==> config.mk <==
export PLATFORM = sky130hd
export DESIGN_NAME = ssc_regs
export DESIGN_NICKNAME = d
export VERILOG_FILES = /design/src/ssc_pkg.sv /design/src/ssc_regs.sv /design/src/ssc_sync.sv
export SDC_FILE = /design/constraint.sdc
export NUM_CORES = 1
export LEC_CHECK = 0
export ABC_CLOCK_PERIOD_IN_PS = 3300
export BUFFER_PORTS_ARGS = -buffer_cell sky130_fd_sc_hd__buf_2
export CORE_ASPECT_RATIO = 1.25
export CORE_MARGIN = 3
export CORE_UTILIZATION = 50
export CTS_CLUSTER_DIAMETER = 150
export DETAILED_ROUTE_END_ITERATION = 10
export GPL_ROUTABILITY_DRIVEN = 0
export PLACE_DENSITY = 0.67
export RECOVER_POWER = 100
export SYNTH_ARGS = -nofsm -noshare
export SYNTH_HDL_FRONTEND = slang
export SYNTH_SLANG_ARGS = --single-unit
==> constraint.sdc <==
create_clock -name clock -period 3.3 [get_ports clock]
set_input_delay 0.825 -clock clock [delete_from_list [all_inputs] [get_ports clock]]
set_output_delay 0.825 -clock clock [all_outputs]
set_load 0.01 [all_outputs]
==> src/ssc_pkg.sv <==
// constants, state codes and carrier types of the serial slave control registers
// assumes one 200 MHz clock domain; pins are synchronised before use
`default_nettype none
package ssc_pkg;

    // register offsets
    localparam logic [7:0] OFF_STATUS   = 8'h00;
    localparam logic [7:0] OFF_PDN      = 8'h01;
    localparam logic [7:0] OFF_OVR      = 8'h02;
    localparam logic [7:0] OFF_SP3      = 8'h03;
    localparam logic [7:0] OFF_SP4      = 8'h04;
    localparam logic [7:0] OFF_SP5      = 8'h05;
    localparam logic [7:0] OFF_SCE      = 8'h06;

    // reset values
    localparam logic [7:0] RST_PDN      = 8'h00;
    localparam logic [7:0] RST_OVR      = 8'h00;
    localparam logic [7:0] RST_SPARE    = 8'h00;
    localparam logic [7:0] RST_SCE      = 8'h10;
    localparam logic [7:0] PDN_ALL_OFF  = 8'hff;

    // field positions
    localparam int STS_RESET_BIT        = 0;
    localparam int STS_GUARD_BIT        = 1;
    localparam int STS_DONE_BIT         = 2;
    localparam int STS_STRAP_LSB        = 3;
    localparam int STS_STRAP_MSB        = 6;
    localparam int OVR_PD_BIT           = 0;
    localparam int SCE_EN_BIT           = 3;

    // two-wire framing
    localparam logic [6:0] ADDR_BASE    = 7'h58;
    localparam logic [3:0] BYTE_BITS    = 4'h8;
    localparam logic [3:0] CNT_ZERO     = 4'h0;
    localparam logic [3:0] CNT_ONE      = 4'h1;
    localparam logic [7:0] OFF_STEP     = 8'h01;

    typedef enum logic [3:0] {
        SSC_IDLE  = 4'h0,
        SSC_ADDR  = 4'h1,
        SSC_ACK_A = 4'h3,
        SSC_OFFS  = 4'h2,
        SSC_ACK_O = 4'h6,
        SSC_WR    = 4'h7,
        SSC_ACK_W = 4'h5,
        SSC_RD    = 4'h4,
        SSC_MACK  = 4'hc
    } ssc_state_t;

    // pins that cross into the clock domain
    typedef struct packed {
        logic       scl;
        logic       sda;
        logic       pd_pin;
        logic [3:0] strap;
    } ssc_pins_t;

    localparam int PINS_W = $bits(ssc_pins_t);

    // synchroniser reset matches idle pin levels, so no false bus edge
    localparam ssc_pins_t PINS_IDLE = '{scl: 1'b1, sda: 1'b1, pd_pin: 1'b0, strap: 4'h0};

    typedef struct packed {
        ssc_state_t fsm;
        logic [3:0] cnt;
        logic [7:0] shift;
        logic       rw;
        logic       nack;
        logic [7:0] offset;
        logic       scl_d;
        logic       sda_d;
        logic       sda_oe;
        logic       sda_out;
        logic [7:0] pdn;
        logic [7:0] ovr;
        logic [7:0] sp3;
        logic [7:0] sp4;
        logic [7:0] sp5;
        logic [7:0] sce;
        logic [7:0] pd_eff;
        logic       reg_en;
    } ssc_state_s_t;

endpackage
`default_nettype wire

==> src/ssc_regs.sv <==
// two-wire slave with low control and status registers
// assumes open-drain bus resolved outside; loader done flag on same clock
//
// Summary of operation
// - status bits 6:3 show address straps
// - status bit 2 shows configuration load done
// - writing status bit 0 restores defaults, self-clears
// - guard bit 1 blocks that reset, self-clears
// - offset one holds eight channel power-downs
// - zeros enable all, ones disable all
// - channel bits act only under pin override
// - override set: register wins, else pin
// - offset six bit 3 enables register control
// - write: start, address, offset, data, acks
// - address byte B0 plus two per strap
`timescale 1ns/100ps
`default_nettype none
module ssc_regs (
    // clock and reset
    input  wire logic       clock,
    input  wire logic       sys_rst,
    // two-wire bus pins
    input  wire logic       scl_in,
    input  wire logic       sda_in,
    output var  logic       sda_out,
    output var  logic       sda_oe,
    // straps and status from elsewhere
    input  wire logic [3:0] addr_strap,
    input  wire logic       power_down_pin,
    input  wire logic       eeprom_load_done,
    // controls to the channels
    output var  logic [7:0] channel_power_down_bits,
    output var  logic       slave_reg_enable
);

    ssc_pkg::ssc_state_s_t st_ff;
    ssc_pkg::ssc_state_s_t nxt_st;
    ssc_pkg::ssc_pins_t    pins_raw;
    ssc_pkg::ssc_pins_t    pins_s;
    logic                  scl_rise;
    logic                  scl_fall;
    logic                  bus_start;
    logic                  bus_stop;
    logic                  addr_hit;
    logic                  wr_evt;
    logic                  soft_rst;
    logic [7:0]            rdata;

    ////////////////////////////////////////////////////////////////////////
    // pin synchronisers

    assign pins_raw = '{scl: scl_in, sda: sda_in, pd_pin: power_down_pin, strap: addr_strap};

    ssc_sync #(.W(ssc_pkg::PINS_W), .RST_VAL(ssc_pkg::PINS_IDLE)) u_sync (
        .clock   (clock),
        .sys_rst (sys_rst),
        .d       (pins_raw),
        .q       (pins_s)
    );

    ////////////////////////////////////////////////////////////////////////
    // bus events and read mux

    assign scl_rise  = pins_s.scl & ~st_ff.scl_d;
    assign scl_fall  = ~pins_s.scl & st_ff.scl_d;
    assign bus_start = pins_s.scl & st_ff.scl_d & st_ff.sda_d & ~pins_s.sda;
    assign bus_stop  = pins_s.scl & st_ff.scl_d & ~st_ff.sda_d & pins_s.sda;
    assign addr_hit  = st_ff.shift[7:1] == 7'(ssc_pkg::ADDR_BASE + {3'h0, pins_s.strap});
    assign wr_evt    = (st_ff.fsm == ssc_pkg::SSC_WR) && scl_fall && (st_ff.cnt == ssc_pkg::BYTE_BITS);
    // guard in the same byte blocks the reset
    assign soft_rst  = wr_evt && (st_ff.offset == ssc_pkg::OFF_STATUS)
                     && st_ff.shift[ssc_pkg::STS_RESET_BIT]
                     && !st_ff.shift[ssc_pkg::STS_GUARD_BIT];

    always_comb begin
        rdata = 8'h00;
        unique case (st_ff.offset)
            ssc_pkg::OFF_STATUS: begin
                rdata[ssc_pkg::STS_STRAP_MSB:ssc_pkg::STS_STRAP_LSB] = pins_s.strap;
                rdata[ssc_pkg::STS_DONE_BIT] = eeprom_load_done;
                // reset and guard never stored, so read zero
                rdata[ssc_pkg::STS_GUARD_BIT] = 1'b0;
                rdata[ssc_pkg::STS_RESET_BIT] = 1'b0;
            end
            ssc_pkg::OFF_PDN: rdata = st_ff.pdn;
            ssc_pkg::OFF_OVR: rdata = st_ff.ovr;
            ssc_pkg::OFF_SP3: rdata = st_ff.sp3;
            ssc_pkg::OFF_SP4: rdata = st_ff.sp4;
            ssc_pkg::OFF_SP5: rdata = st_ff.sp5;
            ssc_pkg::OFF_SCE: rdata = st_ff.sce;
            default:          rdata = 8'h00;
        endcase
    end

    ////////////////////////////////////////////////////////////////////////
    // slave protocol and register writes

    always_comb begin
        nxt_st       = st_ff;
        nxt_st.scl_d = pins_s.scl;
        nxt_st.sda_d = pins_s.sda;
        if (scl_rise && st_ff.fsm != ssc_pkg::SSC_IDLE) begin
            nxt_st.cnt = 4'(st_ff.cnt + ssc_pkg::CNT_ONE);
            if (st_ff.fsm != ssc_pkg::SSC_RD) begin
                nxt_st.shift = {st_ff.shift[6:0], pins_s.sda};
            end
            if (st_ff.fsm == ssc_pkg::SSC_MACK) begin
                nxt_st.nack = pins_s.sda;
            end
        end
        if (bus_stop) begin
            nxt_st.fsm    = ssc_pkg::SSC_IDLE;
            nxt_st.sda_oe = 1'b0;
        end else if (bus_start) begin
            nxt_st.fsm    = ssc_pkg::SSC_ADDR;
            nxt_st.cnt    = ssc_pkg::CNT_ZERO;
            nxt_st.sda_oe = 1'b0;
        end else if (scl_fall) begin
            unique case (st_ff.fsm)
                ssc_pkg::SSC_IDLE: begin
                    nxt_st.sda_oe = 1'b0;
                end
                ssc_pkg::SSC_ADDR: begin
                    if (st_ff.cnt == ssc_pkg::BYTE_BITS) begin
                        if (addr_hit) begin
                            nxt_st.fsm    = ssc_pkg::SSC_ACK_A;
                            nxt_st.sda_oe = 1'b1;
                            nxt_st.rw     = st_ff.shift[0];
                        end else begin
                            nxt_st.fsm = ssc_pkg::SSC_IDLE;
                        end
                    end
                end
                ssc_pkg::SSC_ACK_A: begin
                    nxt_st.cnt = ssc_pkg::CNT_ZERO;
                    if (st_ff.rw) begin
                        nxt_st.fsm    = ssc_pkg::SSC_RD;
                        nxt_st.shift  = rdata;
                        nxt_st.sda_oe = ~rdata[7];
                    end else begin
                        nxt_st.fsm    = ssc_pkg::SSC_OFFS;
                        nxt_st.sda_oe = 1'b0;
                    end
                end
                ssc_pkg::SSC_OFFS: begin
                    if (st_ff.cnt == ssc_pkg::BYTE_BITS) begin
                        nxt_st.fsm    = ssc_pkg::SSC_ACK_O;
                        nxt_st.offset = st_ff.shift;
                        nxt_st.sda_oe = 1'b1;
                    end
                end
                ssc_pkg::SSC_ACK_O: begin
                    nxt_st.fsm    = ssc_pkg::SSC_WR;
                    nxt_st.cnt    = ssc_pkg::CNT_ZERO;
                    nxt_st.sda_oe = 1'b0;
                end
                ssc_pkg::SSC_WR: begin
                    if (st_ff.cnt == ssc_pkg::BYTE_BITS) begin
                        nxt_st.fsm    = ssc_pkg::SSC_ACK_W;
                        nxt_st.sda_oe = 1'b1;
                    end
                end
                ssc_pkg::SSC_ACK_W: begin
                    // further bytes land at following offsets
                    nxt_st.fsm    = ssc_pkg::SSC_WR;
                    nxt_st.cnt    = ssc_pkg::CNT_ZERO;
                    nxt_st.sda_oe = 1'b0;
                    nxt_st.offset = 8'(st_ff.offset + ssc_pkg::OFF_STEP);
                end
                ssc_pkg::SSC_RD: begin
                    if (st_ff.cnt == ssc_pkg::BYTE_BITS) begin
                        nxt_st.fsm    = ssc_pkg::SSC_MACK;
                        nxt_st.cnt    = ssc_pkg::CNT_ZERO;
                        nxt_st.sda_oe = 1'b0;
                        nxt_st.offset = 8'(st_ff.offset + ssc_pkg::OFF_STEP);
                    end else begin
                        nxt_st.shift  = {st_ff.shift[6:0], 1'b0};
                        nxt_st.sda_oe = ~st_ff.shift[6];
                    end
                end
                ssc_pkg::SSC_MACK: begin
                    nxt_st.cnt = ssc_pkg::CNT_ZERO;
                    if (st_ff.nack) begin
                        nxt_st.fsm = ssc_pkg::SSC_IDLE;
                    end else begin
                        nxt_st.fsm    = ssc_pkg::SSC_RD;
                        nxt_st.shift  = rdata;
                        nxt_st.sda_oe = ~rdata[7];
                    end
                end
                // illegal code recovers to idle
                default: begin
                    nxt_st.fsm    = ssc_pkg::SSC_IDLE;
                    nxt_st.sda_oe = 1'b0;
                end
            endcase
        end
        if (wr_evt) begin
            unique case (st_ff.offset)
                ssc_pkg::OFF_PDN: nxt_st.pdn = st_ff.shift;
                ssc_pkg::OFF_OVR: nxt_st.ovr = st_ff.shift;
                ssc_pkg::OFF_SP3: nxt_st.sp3 = st_ff.shift;
                ssc_pkg::OFF_SP4: nxt_st.sp4 = st_ff.shift;
                ssc_pkg::OFF_SP5: nxt_st.sp5 = st_ff.shift;
                ssc_pkg::OFF_SCE: nxt_st.sce = st_ff.shift;
                default: begin
                end
            endcase
        end
        if (soft_rst) begin
            nxt_st.pdn = ssc_pkg::RST_PDN;
            nxt_st.ovr = ssc_pkg::RST_OVR;
            nxt_st.sp3 = ssc_pkg::RST_SPARE;
            nxt_st.sp4 = ssc_pkg::RST_SPARE;
            nxt_st.sp5 = ssc_pkg::RST_SPARE;
            nxt_st.sce = ssc_pkg::RST_SCE;
        end
        // override picks register over pin
        nxt_st.pd_eff  = st_ff.ovr[ssc_pkg::OVR_PD_BIT] ? st_ff.pdn : {8{pins_s.pd_pin}};
        nxt_st.reg_en  = st_ff.sce[ssc_pkg::SCE_EN_BIT];
        nxt_st.sda_out = 1'b0;
    end

    always_ff @(posedge clock or posedge sys_rst) begin
        if (sys_rst) begin
            st_ff        <= '0;
            st_ff.fsm    <= ssc_pkg::SSC_IDLE;
            st_ff.scl_d  <= 1'b1;
            st_ff.sda_d  <= 1'b1;
            st_ff.pdn    <= ssc_pkg::RST_PDN;
            st_ff.ovr    <= ssc_pkg::RST_OVR;
            st_ff.sp3    <= ssc_pkg::RST_SPARE;
            st_ff.sp4    <= ssc_pkg::RST_SPARE;
            st_ff.sp5    <= ssc_pkg::RST_SPARE;
            st_ff.sce    <= ssc_pkg::RST_SCE;
        end else begin
            st_ff <= nxt_st;
        end
    end

    assign sda_out                 = st_ff.sda_out;
    assign sda_oe                  = st_ff.sda_oe;
    assign channel_power_down_bits = st_ff.pd_eff;
    assign slave_reg_enable        = st_ff.reg_en;
endmodule
`default_nettype wire

==> src/ssc_sync.sv <==
// two-flop synchroniser, one stage pair per bit
// assumes inputs are asynchronous to clock
`timescale 1ns/100ps
`default_nettype none
module ssc_sync #(
    parameter int         W       = 1,
    parameter logic [W-1:0] RST_VAL = '0
) (
    // clock and reset
    input  wire logic         clock,
    input  wire logic         sys_rst,
    // data
    input  wire logic [W-1:0] d,
    output var  logic [W-1:0] q
);

    logic [W-1:0] meta_ff;

    for (genvar i = 0; i < W; i++) begin : g_bit
        always_ff @(posedge clock or posedge sys_rst) begin
            if (sys_rst) begin
                meta_ff[i] <= RST_VAL[i];
                q[i]       <= RST_VAL[i];
            end else begin
                meta_ff[i] <= d[i];
                q[i]       <= meta_ff[i];
            end
        end
    end

endmodule
`default_nettype wire

==> results of run 1 <==
cells in the mapped netlist, types with 3 or more instances:
cell type	number	area (µm²)
nor4bb_1	3	30.0
xor2_1	3	26.3
a31oi_1	4	25.0
and3_1	5	31.3
a221oi_1	4	35.0
nor2b_1	7	43.8
a221o_1	5	50.1
buf_2	6	30.0
xnor2_1	5	43.8
buf_4	12	90.1
o22a_1	8	70.1
clkbuf_1	30	113
dfrtp_1	93	2330
a22o_1	4	35.0
nand2_1	38	143
o21ai_1	3	15.0
nor3_1	8	40.0
nor2_1	55	206
mux2_2	15	169
or3_1	5	31.3
nand3_1	31	155
a22oi_1	8	60.1
a21oi_1	20	100
nand2b_1	3	18.8
dfstp_2	7	184
ha_1	6	75.1
inv_1	8	30.0
mux2i_1	34	340
o22ai_1	4	25.0
a32o_1	3	30.0
o21ai_0	28	140
nand4b_1	3	26.3
sequential cells by signal (all words and copies together), names as in the netlist:
| signal | cells |
|---|---|
| u_sync.q | 7 |
| nxt_st | 1 |
| st_ff | 75 |
| channel_power_down_bits | 8 |
| sda_oe | 1 |
| u_sync.meta_ff | 7 |
| slave_reg_enable | 1 |
cell usage in the layout, fill, tap and decap left out, types with 9 or more instances in the layout:
cell | netlist | final
nand2_1 | 38 | 38
mux2i_1 | 34 | 34
buf_4 | 12 | 9
clkbuf_16 | 0 | 9
nand3_1 | 31 | 31
clkbuf_1 | 30 | 13
dfrtp_1 | 93 | 93
o21ai_0 | 28 | 30
mux2_2 | 15 | 15
buf_2 | 6 | 9
nor2_1 | 55 | 55
a21oi_1 | 20 | 21
final timing paths:
kind,cells after the start,to,from
hold reg to reg,0,u_sync.q[3],u_sync.meta_ff[3]
setup reg to reg,5,st_ff[20],st_ff[86]
min in group asynchronous,2,st_ff[17],sys_rst
max in group asynchronous,3,st_ff[83],sys_rst
hold / removal,0,u_sync.q[3],u_sync.meta_ff[3]
setup / recovery,5,st_ff[20],st_ff[86]
layer usage:
metal / wire (µm) / share of wire [%]
met1: 5060 / 42
met2: 5950 / 49
met3: 650 / 5.4
met4: 437 / 3.6
met5: 0 / 0
logic make-up (layout without fill, tap and decap cells):
family,Yosys count,count (layout),share of synthesized area [%]
XOR/XNOR,8,8,1.35
other,1,1,0.0721
adder cells (fa/ha/maj),7,7,1.64
multiplexers,49,49,9.79
buffers and inverters,58,56,5.36
AND/OR/NAND/NOR,181,181,18.3
AO/OA/AOI/OAI,114,114,15.2
flip-flops,100,100,48.3
per-stage QoR:
stage / hold WS (ps) / cells
global placement: 333 / 629
global route: 358 / 645
floorplan: 331 / 518
finish: 349 / 645
detailed placement: 337 / 629
CTS: 352 / 645
final cells by class:
class | count | area [µm²]
inverters | 8 | 31.3
multi-input cells | 360 | 2390
well taps | 129 | 161
flip-flops and latches | 100 | 2510
repair buffers | 32 | 169
fillers | 894 | 4570
clock inverters | 5 | 36.3
clock buffers | 11 | 233
power by group through the flow:
stage,sequential [W],combinational [W],clock (W)
after floorplan,0.00132,0.000222,0
after detailed placement,0.00141,0.000207,0
final,0.00139,0.000198,0.000976
after global routing,0.00139,0.000228,0.00105
after CTS,0.00138,0.000208,0.000994
after global placement,0.00141,0.000199,0
worst max-delay path, cell delays in order (launching register included):
cell      delay, ps
dfrtp_1         630
nand2b_1        350
or4_1           710
nor3_4          640
mux2i_1         280
nor2_1           60
==> impl_metrics.json, run 1 <==
{
  "outcome": "complete, no violations",
  "rows": 41,
  "stdcell_area_um2": 5530,
  "clockPowerShare_pct": 38.1,
  "core_area_um2": 10100,
  "drtIter0Drc": 263,
  "ys_warn_count": 0,
  "final_nets": 527,
  "fmax_ghz": 0.355,
  "die-area_um2": 11700,
  "dpl.hpwl_um": 8350,
  "grt_use_met1_pct": 26.2,
  "worstMarginPinSlew_ps": 1340,
  "vdd_drop_max_uv": 272,
  "syn_area_um2": 5200,
  "grt_pass1_wl_um": 20000,
  "wirelength_um": 12100,
  "vias": 3907,
  "synthDistinctLibCells": 70,
  "hold_class": "reg -> reg",
  "synthArstFlopShare_pct": 100,
  "cts_max_path_buffers": 2,
  "cts_hold_buffers": 0,
  "syn2layout_area_growth_pct": 6.37,
  "drtAntennaViolNets": 0,
  "syn-mean-instance-area_um2": 10.0,
  "antenna_cells": 0,
  "worstSetupStartpointType": "flop",
  "grt_pass1_vias": 3929,
  "cts_max_level": 3,
  "grt_max_degree": 50,
  "ctsResizeCount": 0,
  "seq_area_frac_synth_pct": 48.3,
  "ys.flop_type": "dfrtp_1",
  "ff2ff_setup_slack_ps": 480,
  "fin_skew_ps": 7.80,
  "tns_ps": 0,
  "post_cts_buffers": 0,
  "synth-seq-cells": 100,
  "period_minus_slack_ps": 2820,
  "p_int_w": 0.00188,
  "post-route-period-util_pct": 85.5,
  "hold_viol_final": 0,
  "top_usage_layer": "met2",
  "grt-ovfl-total": 0,
  "io_buffers": 19,
  "drcViolationCount": 0,
  "worstPathMaxFanout": 24,
  "antenna_found_initial": 0,
  "viasPerCell": 6.06,
  "synth_nets": 534,
  "pwr-share-seq_pct": 54.2,
  "critical_path_arrival_ps": 3020,
  "place_area_um2": 5320,
  "clock_latency_ps": 340,
  "final_util_pct": 54.7,
  "switching_share_pct": 26.7,
  "firstDrtPassIters": 5,
  "maxCapViolCount": 0,
  "synth_cells": 518,
  "required_ps": 3500,
  "synth_edf_count": 0,
  "die_w_um": 97.2,
  "cts_buffers": 9,
  "cts_tree": "yes",
  "track_usage_pct": 21.5,
  "cts_root_buf": "clkbuf_16",
  "power_frac_comb_pct": 7.7,
  "pin_count": 21,
  "initial_core_util_pct": 51.5,
  "cellPowerDensity_nw_per_um2": 463,
  "use_met3_pct": 4.59,
  "clk_transition_reported_paths_ps": 70,
  "drive_gt1_share_pct": 12.4,
  "p_total_w": 0.00256,
  "post-place-ws_ps": 704,
  "timing.final.ws_setup_ps": 480,
  "path_class": "reg -> reg",
  "power_switching_w": 0.000684,
  "relSlewSlack_pct": 10.6,
  "end_kind": "flop",
  "setup_viol": 0,
  "p_leak_nw": 2.53,
  "slew_violations": 0,
  "wl_per_cell_um": 18.8,
  "rsz0062_at_grt": "false",
  "fp.dieH_um": 120,
  "clock_sinks": 100,
  "grt_util_met2_pct": 36.6
}
Power figures use the tool's default switching activity.
==> run 2: changes to the inputs <==
ABC_CLOCK_PERIOD_IN_PS = 3200   (was 3300)
PLACE_DENSITY = 0.65   (was 0.67)
SLEW_MARGIN = 20   (was unset)
clock period = 3.2 ns   (was 3.3 ns; I/O delays follow)
==> run 2 against run 1 <==
Effect of this change: combinational power grew 22%; setup slack lost 62 ps; global-route usage grew 0.094 points; clock-buffer cell count shrank 1; critical path depth grew 2; critical path type unchanged; largest power group unchanged.
==> impl_metrics.json, run 2 (same netlist as run 1, synthesis figures left out) <==
{
  "outcome": "complete, no violations",
  "final_util_pct": 55.8,
  "maxCapViolCount": 0,
  "final_nets": 532,
  "fin_skew_ps": 7.09,
  "wirelength_um": 12400,
  "ff2ff_setup_slack_ps": 420,
  "drtAntennaViolNets": 0,
  "path_class": "reg -> reg",
  "worstMarginPinSlew_ps": 1230,
  "period_minus_slack_ps": 2780,
  "tns_ps": 0,
  "hold_class": "reg -> reg",
  "clk_transition_reported_paths_ps": 70,
  "cts_max_level": 3,
  "initial_core_util_pct": 51.5,
  "required_ps": 3420,
  "worstSetupStartpointType": "flop",
  "clock_sinks": 100,
  "grt_pass1_wl_um": 20000,
  "cellPowerDensity_nw_per_um2": 502,
  "min_from": "u_sync.meta_ff[3]",
  "p_leak_nw": 2.59,
  "wl_per_cell_um": 19.0,
  "final_cell_mix": "dfrtp_1, nor2_1, nand2_1, mux2i_1, nand3_1",
  "clock_latency_ps": 350,
  "post-place-ws_ps": 686,
  "antenna_found_initial": 0,
  "post_cts_buffers": 0,
  "grt-ovfl-total": 0,
  "setup_viol": 0,
  "cts_hold_buffers": 0,
  "die-area_um2": 11700,
  "fmax_ghz": 0.359,
  "critical_path_arrival_ps": 3000,
  "slew_violations": 0,
  "firstDrtPassIters": 5,
  "rsz0062_at_grt": "false",
  "syn2layout_area_growth_pct": 8.40,
  "largest_reg_flops": 75,
  "cts_root_buf": "clkbuf_16",
  "cts_tree": "yes",
  "min_to": "u_sync.q[3]",
  "largest-register": "st_ff",
  "drive_gt1_share_pct": 14.0,
  "end_kind": "flop",
  "timing.final.ws_setup_ps": 417,
  "r2r_start": "st_ff[79]",
  "track_usage_pct": 21.6,
  "vias": 3947,
  "worstPathMaxFanout": 9,
  "grt_max_degree": 73,
  "layout_commonest_cell": "dfrtp_1",
  "p_total_w": 0.00283,
  "post-route-period-util_pct": 87.0,
  "drcViolationCount": 0,
  "cts_max_path_buffers": 2,
  "vdd_drop_max_uv": 296,
  "drtIter0Drc": 218,
  "ctsResizeCount": 0,
  "relSlewSlack_pct": 17.6,
  "antenna_cells": 0,
  "holdPathStages": 0,
  "io_buffers": 19,
  "viasPerCell": 6.07,
  "die_w_um": 97.2,
  "r2r_cells": 7,
  "dpl.hpwl_um": 8710,
  "grt_pass1_vias": 3786,
  "core_area_um2": 10100,
  "hold_viol_final": 0,
  "r2r-end": "st_ff[15]",
  "rows": 41,
  "pin_count": 21,
  "fp.dieH_um": 120,
  "cts_buffers": 9
}
## run 2: cell types whose count changed in the layout (fill, tap and decap cells not counted), moves of 2 or more
cell / change
buf_4: +6
bufinv_16: +2
clkbuf_1: -2
clkbuf_2: -2
## run 2: area by class of cell
type | count | area, µm²
Timing Repair Buffer | 37 | 211
Clock buffer | 10 | 239
Tap cell | 129 | 161
Inverter | 8 | 31.3
Sequential cell | 100 | 2510
Clock inverter | 6 | 86.3
Fill cell | 878 | 4470
Multi-Input combinational cell | 360 | 2400
## run 2: worst max path at each step
stage,cells past startpoint,from,end
final,7,st_ff[79],st_ff[15]
after global routing,7,st_ff[79],st_ff[15]
after CTS,8,st_ff[79],st_ff[30]
after detailed placement,8,st_ff[79],st_ff[14]
after global placement,8,st_ff[79],st_ff[22]
after floorplan,8,st_ff[79],st_ff[83]
## run 2: stage by stage
stage / std cells / area, µm² / hold WS (ps)
final: 650 / 5640 / 349
after global routing: 650 / 5640 / 359
after CTS: 650 / 5690 / 351
after detailed placement: 634 / 5360 / 335
after global placement: 634 / 5360 / 332
after floorplan: 518 / 5200 / 331
## run 2: critical path, stage by stage, from the launching register on
cell,delay [ps]
dfrtp_1,420
inv_1,70
ha_1,150
nand3b_1,200
or4_1,620
nor3_2,850
mux2i_1,300
nor2_1,60
## run 2: metal layers
metal | global-route usage [%] | part of all wire (%)
met5 | 0 | 0
met4 | 10.9 | 3.3
met2 | 36.5 | 50
met1 | 27.6 | 42
met3 | 2.50 | 4.8
## run 2: where the power goes
| part | total [W] | switching, W | internal (W) |
|---|---|---|---|
| combinational | 0.000242 | 0.000141 | 0.000101 |
| clock | 0.00118 | 0.000478 | 0.000707 |
| sequential | 0.00140 | 0.0000905 | 0.00131 |
| total | 0.00283 | 0.000709 | 0.00212 |
==> run 3: changes to the inputs <==
PLACE_DENSITY = 0.77   (was 0.65)
==> run 3 against run 2 <==
Effect of this change: global-route usage up 0.16 points; die area did not move; setup slack got worse by 25 ps; cell count shrank 0.15%; clock-buffer cell count is 1 lower; register-to-register slack worse by 30 ps; critical path depth decreased by 2; sequential power about the same.
==> impl_metrics.json, run 3 (same netlist as run 1, synthesis figures left out) <==
{
  "outcome": "complete, no violations",
  "die-area_um2": 11700,
  "fin_hold_ws_ps": 350,
  "antenna_found_initial": 0,
  "fmax_ghz": 0.356,
  "hold_class": "reg -> reg",
  "relSlewSlack_pct": 22.4,
  "tns_ps": 0,
  "final_cell_mix": "dfrtp_1, nor2_1, nand2_1, mux2i_1, nand3_1",
  "wl_per_cell_um": 19.1,
  "die_w_um": 97.2,
  "vdd_drop_max_uv": 261,
  "slowest_delay_ps": 790,
  "drive_gt1_share_pct": 13.7,
  "ctsResizeCount": 0,
  "worstMarginPinSlew_ps": 1160,
  "drtIter0Drc": 467,
  "holdPathStages": 0,
  "track_usage_pct": 21.8,
  "hold_viol_final": 0,
  "final_nets": 531,
  "largest_reg_flops": 75,
  "r2r_cells": 5,
  "cp.depth": 5,
  "slowest_stage": "nor3_2",
  "layout_commonest_cell": "dfrtp_1",
  "crit_buf_inv": 0,
  "setup_viol": 0,
  "required_ps": 3420,
  "period_minus_slack_ps": 2810,
  "grt_pass1_vias": 3964,
  "cts_hold_buffers": 0,
  "rows": 41,
  "cts_max_level": 3,
  "worstSetupStartpointType": "flop",
  "ff2ff_setup_slack_ps": 390,
  "initial_core_util_pct": 51.5,
  "critical_path_arrival_ps": 3020,
  "post-route-period-util_pct": 87.7,
  "syn2layout_area_growth_pct": 7.19,
  "cts_tree": "yes",
  "cellPowerDensity_nw_per_um2": 483,
  "clock_sinks": 100,
  "dpl.hpwl_um": 8630,
  "slew_violations": 0,
  "antenna_cells": 0,
  "placed_cells": 633,
  "worstPathCellList": "nand2b_4, or4_1, nor3_2, mux2i_1, nor2_1",
  "cts_root_buf": "clkbuf_16",
  "worstPathMaxFanout": 20,
  "cts_buffers": 9,
  "drcViolationCount": 0,
  "viasPerCell": 6.23,
  "end_kind": "flop",
  "grt-ovfl-total": 0,
  "post-place-ws_ps": 685,
  "fin_skew_ps": 10.1,
  "core_area_um2": 10100,
  "vias": 4046,
  "fp.dieH_um": 120,
  "cpLargestDelayFamily": "simple AND/OR/NAND/NOR gates",
  "maxCapViolCount": 0,
  "io_buffers": 19,
  "clk_transition_reported_paths_ps": 70,
  "fin_cells": 649,
  "rsz0062_at_grt": "false",
  "final_util_pct": 55.2,
  "path_class": "reg -> reg",
  "firstDrtPassIters": 5,
  "pin_count": 21,
  "drtAntennaViolNets": 0,
  "timing.final.ws_setup_ps": 392,
  "wirelength_um": 12400,
  "cts_max_path_buffers": 2,
  "p_leak_nw": 2.55,
  "largest-register": "st_ff",
  "grt_max_degree": 39,
  "grt_pass1_wl_um": 20300,
  "post_cts_buffers": 0,
  "clock_latency_ps": 360
}
==> run 3: changes by cell type in the layout (fill, tap and decap cells not counted) <==
cell        change
clkinv_4        +3
clkbuf_4        -1
nor3b_1         +1
clkinvlp_4      -1
nor3b_2         -1
and4bb_2        +1
bufinv_16       -2
clkbuf_2        +2
buf_4           -3
inv_8           +2
clkbuf_1        +1
clkbuf_8        -1
inv_6           -1
and4bb_1        -1
==> run 3: area by class of cell <==
cell class | instances | area, µm²
clock inverters | 7 | 58.8
well taps | 129 | 161
inverters | 8 | 31.3
repair buffers | 36 | 195
fillers | 848 | 4530
multi-input cells | 360 | 2390
flip-flops and latches | 100 | 2510
clock buffers | 9 | 225
==> run 3: final timing paths <==
kind	endpoint	start
setup reg to reg	st_ff[23]	st_ff[85]
hold / removal	u_sync.q[4]	u_sync.meta_ff[4]
setup / recovery	st_ff[23]	st_ff[85]
min in group asynchronous	st_ff[53]	sys_rst
hold reg to reg	u_sync.q[4]	u_sync.meta_ff[4]
max in group asynchronous	st_ff[83]	sys_rst
==> run 3: per-stage QoR <==
stage	area, µm²	power, W
floorplan	5200	0.00159
global placement	5350	0.00167
detailed placement	5350	0.00168
CTS	5640	0.00272
global route	5580	0.00279
finish	5580	0.00270
==> run 3: report_power, final <==
group          switching, W  internal, W
Clock              0.000505     0.000539
Sequential         0.000101      0.00131
Combinational      0.000139    0.0000997
Total              0.000745      0.00195
==> run 3: per-layer routing <==
metal  track usage, %  vias up  wire length, µm
li1                 -     1855                -
met1             27.5     1977             5080
met2             36.7      178             6170
met3             4.19       36              717
met4             9.35        0              403
met5                0        -                0
